<file path="src/logic/bss_cfg.svh">
// constants for the boot source select block
`ifndef BSS_CFG_SVH
`define BSS_CFG_SVH
`define BSS_MODE_LPC 1'h0
`define BSS_MODE_ESPI 1'h1
`define BSS_CS_IDLE 1'h1
`define BSS_FLAG_CLEAR 1'h0
`define BSS_STRAP_RESET 3'h7
`endif

</file>
<file path="src/logic/bss_pkg.sv">
// types for the boot source select block
package bss_pkg;
    typedef enum logic [1:0] {
        BSS_CFG_MOD_ON_ONE,
        BSS_CFG_MOD_ON_ZERO,
        BSS_CFG_MOD_ONLY
    } bss_route_type;
    typedef enum logic {
        BSS_SAMPLE,
        BSS_HOLD
    } bss_phase_type;
endpackage

</file>
<file path="src/logic/bss_pin_mux.sv">
// one shared host-link pin steered between lpc and espi functions
`timescale 1ns/1ps
module bss_pin_mux (
    input wire logic espi_mode,
    input wire logic lpc_out,
    input wire logic lpc_oe,
    input wire logic espi_out,
    input wire logic espi_oe,
    input wire logic pin_in,
    output logic pin_out,
    output logic pin_oe,
    output logic lpc_in,
    output logic espi_in
);
    assign pin_out = espi_mode ? espi_out : lpc_out;
    assign pin_oe = espi_mode ? espi_oe : lpc_oe;
    assign lpc_in = espi_mode ? 1'h1 : pin_in;
    assign espi_in = espi_mode ? pin_in : 1'h1;
endmodule

</file>
<file path="src/logic/bss_boot_select.sv">
// boot source select and host-link mode logic
`timescale 1ns/1ps
`include "bss_cfg.svh"
module bss_boot_select #(
    parameter int PINS = 10
) (
    input wire logic sys_clk,
    input wire logic reset,
    input wire logic host_link_mode_strap_n,
    input wire logic boot_disable_strap_hi_n,
    input wire logic boot_disable_strap_lo_n,
    input wire logic module_espi_config,
    input wire logic flash_select_one_n,
    input wire logic flash_select_zero_n,
    output logic module_flash_cs_n,
    output logic carrier_flash_cs_n,
    output logic carrier_descriptor,
    output logic espi_mode,
    output logic boot_enable,
    output logic mode_mismatch,
    output bss_pkg::bss_route_type route,
    output bss_pkg::bss_phase_type phase,
    input wire logic [PINS-1:0] lpc_out,
    input wire logic [PINS-1:0] lpc_oe,
    input wire logic [PINS-1:0] espi_out,
    input wire logic [PINS-1:0] espi_oe,
    input wire logic [PINS-1:0] link_pin_in,
    output logic [PINS-1:0] link_pin_out,
    output logic [PINS-1:0] link_pin_oe,
    output logic [PINS-1:0] lpc_in,
    output logic [PINS-1:0] espi_in
);
    import bss_pkg::*;
    ////////////////////////////////////////////////////////////////////////////
    // strap capture
    logic [2:0] strap_reg;
    logic [2:0] strap_next;
    bss_phase_type phase_reg;
    bss_phase_type phase_next;
    logic mismatch_reg;
    logic mismatch_next;
    bss_route_type route_reg;
    bss_route_type route_next;
    logic espi_reg;
    logic espi_next;
    logic descriptor_reg;
    logic descriptor_next;

    always_comb begin
        strap_next = strap_reg;
        phase_next = phase_reg;
        if (reset) begin
            // capture straps on every edge that sees reset held
            strap_next = {host_link_mode_strap_n, boot_disable_strap_hi_n,
                boot_disable_strap_lo_n};
        end
        case (phase_reg)
            BSS_SAMPLE: begin
                // last capture in reset is kept from here on
                if (!reset) begin
                    phase_next = BSS_HOLD;
                end
            end
            BSS_HOLD: begin
                if (reset) begin
                    phase_next = BSS_SAMPLE;
                end
            end
            default: begin
                phase_next = BSS_SAMPLE;
            end
        endcase
    end

    always_ff @(posedge sys_clk) begin
        if (reset) begin
            phase_reg <= BSS_SAMPLE;
        end else begin
            phase_reg <= phase_next;
        end
        strap_reg <= strap_next;
    end

    always_comb begin
        // open host-mode strap pulled high gives lpc
        espi_next = (strap_reg[2] == 1'b0) ? `BSS_MODE_ESPI : `BSS_MODE_LPC;
        if (strap_reg[2] && strap_reg[1]) begin
            route_next = BSS_CFG_MOD_ONLY;
        end else if (strap_reg[1]) begin
            // no controller-attached boot, fall back to 000
            route_next = BSS_CFG_MOD_ON_ZERO;
        end else if (strap_reg[0]) begin
            route_next = BSS_CFG_MOD_ON_ONE;
        end else begin
            route_next = BSS_CFG_MOD_ON_ZERO;
        end
        // withhold boot when the strap disagrees with the module build
        mismatch_next = (espi_next != module_espi_config);
        // carrier descriptor only when the carrier holds the boot flash
        descriptor_next = (route_next == BSS_CFG_MOD_ON_ONE) && !mismatch_next;
    end

    always_ff @(posedge sys_clk) begin
        if (reset) begin
            espi_reg <= `BSS_MODE_LPC;
            route_reg <= BSS_CFG_MOD_ONLY;
            mismatch_reg <= `BSS_FLAG_CLEAR;
            descriptor_reg <= `BSS_FLAG_CLEAR;
        end else begin
            espi_reg <= espi_next;
            route_reg <= route_next;
            mismatch_reg <= mismatch_next;
            descriptor_reg <= descriptor_next;
        end
    end

    assign phase = phase_reg;
    assign route = route_reg;
    assign espi_mode = espi_reg;
    assign mode_mismatch = mismatch_reg;
    assign carrier_descriptor = descriptor_reg;
    // withhold boot on mismatch and during reset
    assign boot_enable = !reset && (phase_reg == BSS_HOLD) && !mismatch_reg;
    ////////////////////////////////////////////////////////////////////////////
    // chip select steering
    always_comb begin
        module_flash_cs_n = `BSS_CS_IDLE;
        carrier_flash_cs_n = `BSS_CS_IDLE;
        if (boot_enable) begin
            case (route_reg)
                BSS_CFG_MOD_ON_ZERO: begin
                    module_flash_cs_n = flash_select_zero_n;
                    carrier_flash_cs_n = flash_select_one_n;
                end
                BSS_CFG_MOD_ON_ONE: begin
                    module_flash_cs_n = flash_select_one_n;
                    carrier_flash_cs_n = flash_select_zero_n;
                end
                BSS_CFG_MOD_ONLY: begin
                    module_flash_cs_n = flash_select_zero_n & flash_select_one_n;
                    carrier_flash_cs_n = `BSS_CS_IDLE;
                end
                default: begin
                    module_flash_cs_n = `BSS_CS_IDLE;
                end
            endcase
        end
    end
    ////////////////////////////////////////////////////////////////////////////
    // shared host-link pins
    genvar gi;
    generate
        for (gi = 0; gi < PINS; gi++) begin : g_pin
            bss_pin_mux i_bss_pin_mux (
                .espi_mode(espi_reg),
                .lpc_out(lpc_out[gi]),
                .lpc_oe(lpc_oe[gi] & boot_enable),
                .espi_out(espi_out[gi]),
                .espi_oe(espi_oe[gi] & boot_enable),
                .pin_in(link_pin_in[gi]),
                .pin_out(link_pin_out[gi]),
                .pin_oe(link_pin_oe[gi]),
                .lpc_in(lpc_in[gi]),
                .espi_in(espi_in[gi])
            );
        end
    endgenerate
    ////////////////////////////////////////////////////////////////////////////
    // checks
    a_carrier_idle: assert property (@(posedge sys_clk) disable iff (reset)
        route_reg == BSS_CFG_MOD_ONLY |-> carrier_flash_cs_n)
        else $error("carrier select active in module-only routing");
    a_strap_hold: assert property (@(posedge sys_clk) disable iff (reset)
        phase_reg == BSS_HOLD && $past(phase_reg) == BSS_HOLD |-> $stable(strap_reg))
        else $error("straps changed after reset");
    a_espi_decode: assert property (@(posedge sys_clk) disable iff (reset)
        phase_reg == BSS_HOLD |-> espi_reg == !strap_reg[2])
        else $error("host link mode does not follow strap");
    a_mismatch_block: assert property (@(posedge sys_clk) disable iff (reset)
        mismatch_reg |-> !boot_enable && module_flash_cs_n && carrier_flash_cs_n)
        else $error("boot proceeds on mode mismatch");
    a_espi_fallback: assert property (@(posedge sys_clk) disable iff (reset)
        phase_reg == BSS_HOLD && strap_reg[2:1] == 2'h1 |=> route_reg == BSS_CFG_MOD_ON_ZERO)
        else $error("espi with upper disable not treated as 000");
    a_carrier_one: assert property (@(posedge sys_clk) disable iff (reset)
        boot_enable && route_reg == BSS_CFG_MOD_ON_ZERO
        |-> carrier_flash_cs_n == flash_select_one_n && !carrier_descriptor)
        else $error("carrier select not from select one");
    a_carrier_zero: assert property (@(posedge sys_clk) disable iff (reset)
        boot_enable && route_reg == BSS_CFG_MOD_ON_ONE
        |-> carrier_flash_cs_n == flash_select_zero_n && carrier_descriptor)
        else $error("carrier select not from select zero");
    a_pin_mode: assert property (@(posedge sys_clk) disable iff (reset)
        boot_enable && espi_reg |-> link_pin_out == espi_out)
        else $error("shared pins not carrying espi");
    a_module_zero: assert property (@(posedge sys_clk) disable iff (reset)
        boot_enable && route_reg == BSS_CFG_MOD_ON_ZERO
        |-> module_flash_cs_n == flash_select_zero_n)
        else $error("module select not from select zero");
    a_module_one: assert property (@(posedge sys_clk) disable iff (reset)
        boot_enable && route_reg == BSS_CFG_MOD_ON_ONE
        |-> module_flash_cs_n == flash_select_one_n)
        else $error("module select not from select one");
    a_module_only: assert property (@(posedge sys_clk) disable iff (reset)
        boot_enable && route_reg == BSS_CFG_MOD_ONLY
        |-> module_flash_cs_n == (flash_select_zero_n & flash_select_one_n))
        else $error("module-only select not from either select");
    a_upper_route: assert property (@(posedge sys_clk) disable iff (reset)
        phase_reg == BSS_HOLD && strap_reg[2:1] == 2'h3 |-> route_reg == BSS_CFG_MOD_ONLY)
        else $error("upper disable not routed to module only");
    a_lower_route: assert property (@(posedge sys_clk) disable iff (reset)
        phase_reg == BSS_HOLD && strap_reg[1:0] == 2'h1 |-> route_reg == BSS_CFG_MOD_ON_ONE)
        else $error("lower disable not routed to carrier flash");
    a_withhold_pins: assert property (@(posedge sys_clk) disable iff (reset)
        mismatch_reg |-> link_pin_oe == '0 && !carrier_descriptor)
        else $error("pins or descriptor driven on mode mismatch");
    a_lpc_pins: assert property (@(posedge sys_clk) disable iff (reset)
        boot_enable && !espi_reg |-> link_pin_out == lpc_out)
        else $error("shared pins not carrying lpc");
    a_idle_inputs: assert property (@(posedge sys_clk) disable iff (reset)
        espi_reg |-> lpc_in == '1 && espi_in == link_pin_in)
        else $error("pin inputs not steered to espi side");
    a_boot_release: assert property (@(posedge sys_clk) disable iff (reset)
        phase_reg == BSS_HOLD && !mismatch_reg |-> boot_enable)
        else $error("boot not enabled after reset release");
endmodule

</file>
<file path="config.mk">
export PLATFORM = sky130hd
export DESIGN_NAME = bss_boot_select
export DESIGN_NICKNAME = d
export VERILOG_FILES = /design/src/logic/bss_pkg.sv /design/src/logic/bss_pin_mux.sv /design/src/logic/bss_boot_select.sv
export VERILOG_INCLUDE_DIRS = /design/src /design/src/logic
export SDC_FILE = /design/constraint.sdc
export NUM_CORES = 1
export LEC_CHECK = 0
export BUFFER_PORTS_ARGS = -buffer_cell sky130_fd_sc_hd__buf_2
export CAP_MARGIN = 25
export CORE_MARGIN = 2
export CORE_UTILIZATION = 36
export DETAILED_ROUTE_END_ITERATION = 12
export HOLD_SLACK_MARGIN = 0.12
export PLACE_DENSITY = 0.81
export SLEW_MARGIN = 25
export SYNTH_ARGS = -nofsm -noshare
export SYNTH_HDL_FRONTEND = slang
export SYNTH_SLANG_ARGS = --single-unit
</file>
<file path="constraint.sdc">
create_clock -name sys_clk -period 1.1 [get_ports sys_clk]
set_input_delay 0.055 -clock sys_clk [delete_from_list [all_inputs] [get_ports sys_clk]]
set_output_delay 0.055 -clock sys_clk [all_outputs]
set_load 0.02 [all_outputs]
</file>
==> impl_metrics.toml <==
[finish]
fin_area_mm2 = 0.001635
largest_reg_flops = 3
antenna-diode-count = 0
layout.nets = 257
area_growth_pct = 51.98
drive_above_1_share_pct = 75.25
fin_cells = 229

[yosys]
ys_warn_count = 0
synth_sequential_area_ratio_pct = 19.53
synth_flop_cell = "dfxtp_1"
syn_area_per_cell_um2 = 8.820
syn_nets = 180
synth_async_sr_flop_share_pct = 0
synth-edff-count = 3
netlist_area_mm2 = 0.001076
syn_inst = 122
synth-seq-cells = 9
post_synth_num_cell_types = 23

[run]
cap_viol_max_count = 0

[worst_setup_path]
cpMaxStageDelayCell = "dfxtp_4"
crit_family = "flip-flops"
r2r-start = "strap_reg[2]"
cp_cell_sequence = "buf_12, mux2_4, buf_2"
crit_required_ns = 1.04
worstSetupStartpointType = "register"
critPathCaptureType = "primary output"
cp.arrival_ns = 1.25
crit_path_max_fanout = 13
crit_type = "register to primary output"
cp_slowest_stage_delay_ns = 0.39
cp_num_buf_inv = 2
startpoint = "espi_mode"

[die]
rows = 19
core_area_mm2 = 0.002805
ios = 107
initial_core_util_pct = 38.36
die_area_mm2 = 0.003442
die_w_um = 58.67
die_y_um = 58.67

[sta]
setup_slack_ns = -0.2062
max_freq_mhz = 765.6
slew_violations = 0
tightestPinTransition_ns = 0.2230
hold_viol_final = 0
setup_viol = 34
rsz0062_at_grt = "true"
final.setup.tns_ns = -5.087
fin_crit_ns = 1.306
finClkSkew_ns = 0.001811
hold_slack_ns = 0.1391
max_slew_margin_pct = 85.08
post-route-period-util_pct = 118.7

[placement]
post-place-ws_ns = 0.06774
dpl.cell_count = 217
place_area_mm2 = 0.001354
hpwl_mm = 1.830
port-buffer-count = 106
finalWeightedCongestion = 0.7201

[cts]
cts.sinks = 9
tritoncts = "done"
clockBufferDepth = 2
cts-root-buf = "clkbuf_4"
clock_latency_ns = 0.25
cts_inserted_buffers = 3
cts_htree_levels = 1
clk_pin_slew_ns = 0.06

[pwr]
intPower_uw = 886.0
power_leakage_nw = 0.8481
cellPowerDensity_mw_per_mm2 = 816.1
p_sw_share_pct = 33.61
ir_worst_vdd_v = 0.0006980
clkPwrFrac_pct = 18.0
power.share.sequential_pct = 29.4
p_sw_uw = 448.5
pwr-share-comb_pct = 52.6

[drt]
routed_wl_mm = 2.448
dr.pass1.iters = 8
num_vias = 1009
wl_per_cell_um = 10.69
vias_per_cell = 4.406
route.detailed.drc = 9
final_antenna_net_count = 0
drt_iter0_drc = 20

[global_routing]
antenna_found_initial = 0
grt_pass1_vias = 806
gr-total-overflow = 0
grt_start_max_net_pins = 29
grt_usage_pct = 10.78
grt_pass1_wl_mm = 2.987

[min_path]
hp-start = "module_espi_config"
hold_class = "input port to register"

[outcome]
failed_checks = "design-rule violations, negative setup slack"
status = "complete, but fails checks"
-- cells by family after synthesis --
| logic type | after synthesis | synth area share [%] |
|---|---|---|
| compound gates | 3 | 1.395 |
| xor+xnor | 1 | 0.8141 |
| buf+inv | 49 | 33.02 |
| flops | 9 | 19.54 |
| mux | 21 | 24.19 |
| simple gates | 39 | 21.05 |
-- worst reg2reg max path, delay by kind of cell, from the launching register on --
family	cells	cell delay (ns)
xor gates and xnor gates	1	0.17
DFF	1	0.43
and+or+nand+nor	1	0.21
-- synth_stat cells (2+ instances only) --
master	number	area [um^2]
a21oi_1	2	10.01
buf_4	41	307.8
buf_6	2	22.52
dfxtp_1	6	120.1
edfxtp_1	3	90.09
inv_1	3	11.26
mux2_4	10	150.1
mux2i_1	11	110.1
nand2_1	2	7.510
nand2b_1	11	68.82
nor2_1	9	33.78
nor2_2	2	12.51
or2_2	10	62.56
-- layer usage --
layer / track usage (%) / wire [um]
met2: 25.20 / 1381
met5: 0 / 0
met3: 3.077 / 297
met1: 7.962 / 769
met4: 1.948 / 0
-- placed cells by master, fill, tap and decap left out, types with 2 or more instances in the layout --
cell type / n
nand2_1: 2
nor2_1: 9
buf_2: 89
buf_12: 2
mux2i_1: 8
mux2_4: 10
buf_4: 3
mux2i_2: 2
inv_2: 2
inv_1: 2
dfxtp_4: 2
dfxtp_2: 2
buf_6: 16
or2_2: 3
dfxtp_1: 2
clkbuf_4: 3
or2_4: 7
nor2_2: 2
dlygate4sd3_1: 6
nand2b_1: 11
edfxtp_1: 3
-- power groups by stage --
stage	logic, mW	registers (mW)	clock network (mW)
floorplan	0.456	0.414	0
global placement	0.571	0.396	0
detailed placement	0.584	0.397	0
CTS	0.601	0.391	0.253
global route	0.746	0.398	0.273
finish	0.702	0.393	0.240
-- final cells by class --
type | count | area, um^2
fill | 252 | 1170
inverter | 4 | 15.01
timing repair buffer | 117 | 773.2
multi-input combinational | 64 | 561.8
clock buffer | 4 | 26.28
tap | 31 | 38.79
sequential | 9 | 220.2
-- worst paths after layout --
kind              cells after the start            endpoint  slack [ns]
hold reg to reg                       1            route[0]        0.44
setup reg to reg                      2  carrier_descriptor        0.20
setup / recovery                      3     link_pin_out[9]       -0.21
hold / removal                        3  carrier_descriptor        0.14
-- through the flow --
step,utilization (%),power (mW)
5_1_grt,58.30,1.416
3_5_place_dp,48.26,0.9804
4_1_cts,51.43,1.244
3_3_place_gp,48.26,0.9672
6_report,58.30,1.335
2_1_floorplan,-,0.8699
-- timing repair --
item	4_1_cts	5_1_grt
setup endpoints to repair	38	41
gates cloned	0	1
setup buffers	0	1
hold buffers	6	0
hold endpoints to repair	9	0
gates resized for setup	2	52
pin swaps	0	2
Power figures use the tool's default switching activity.
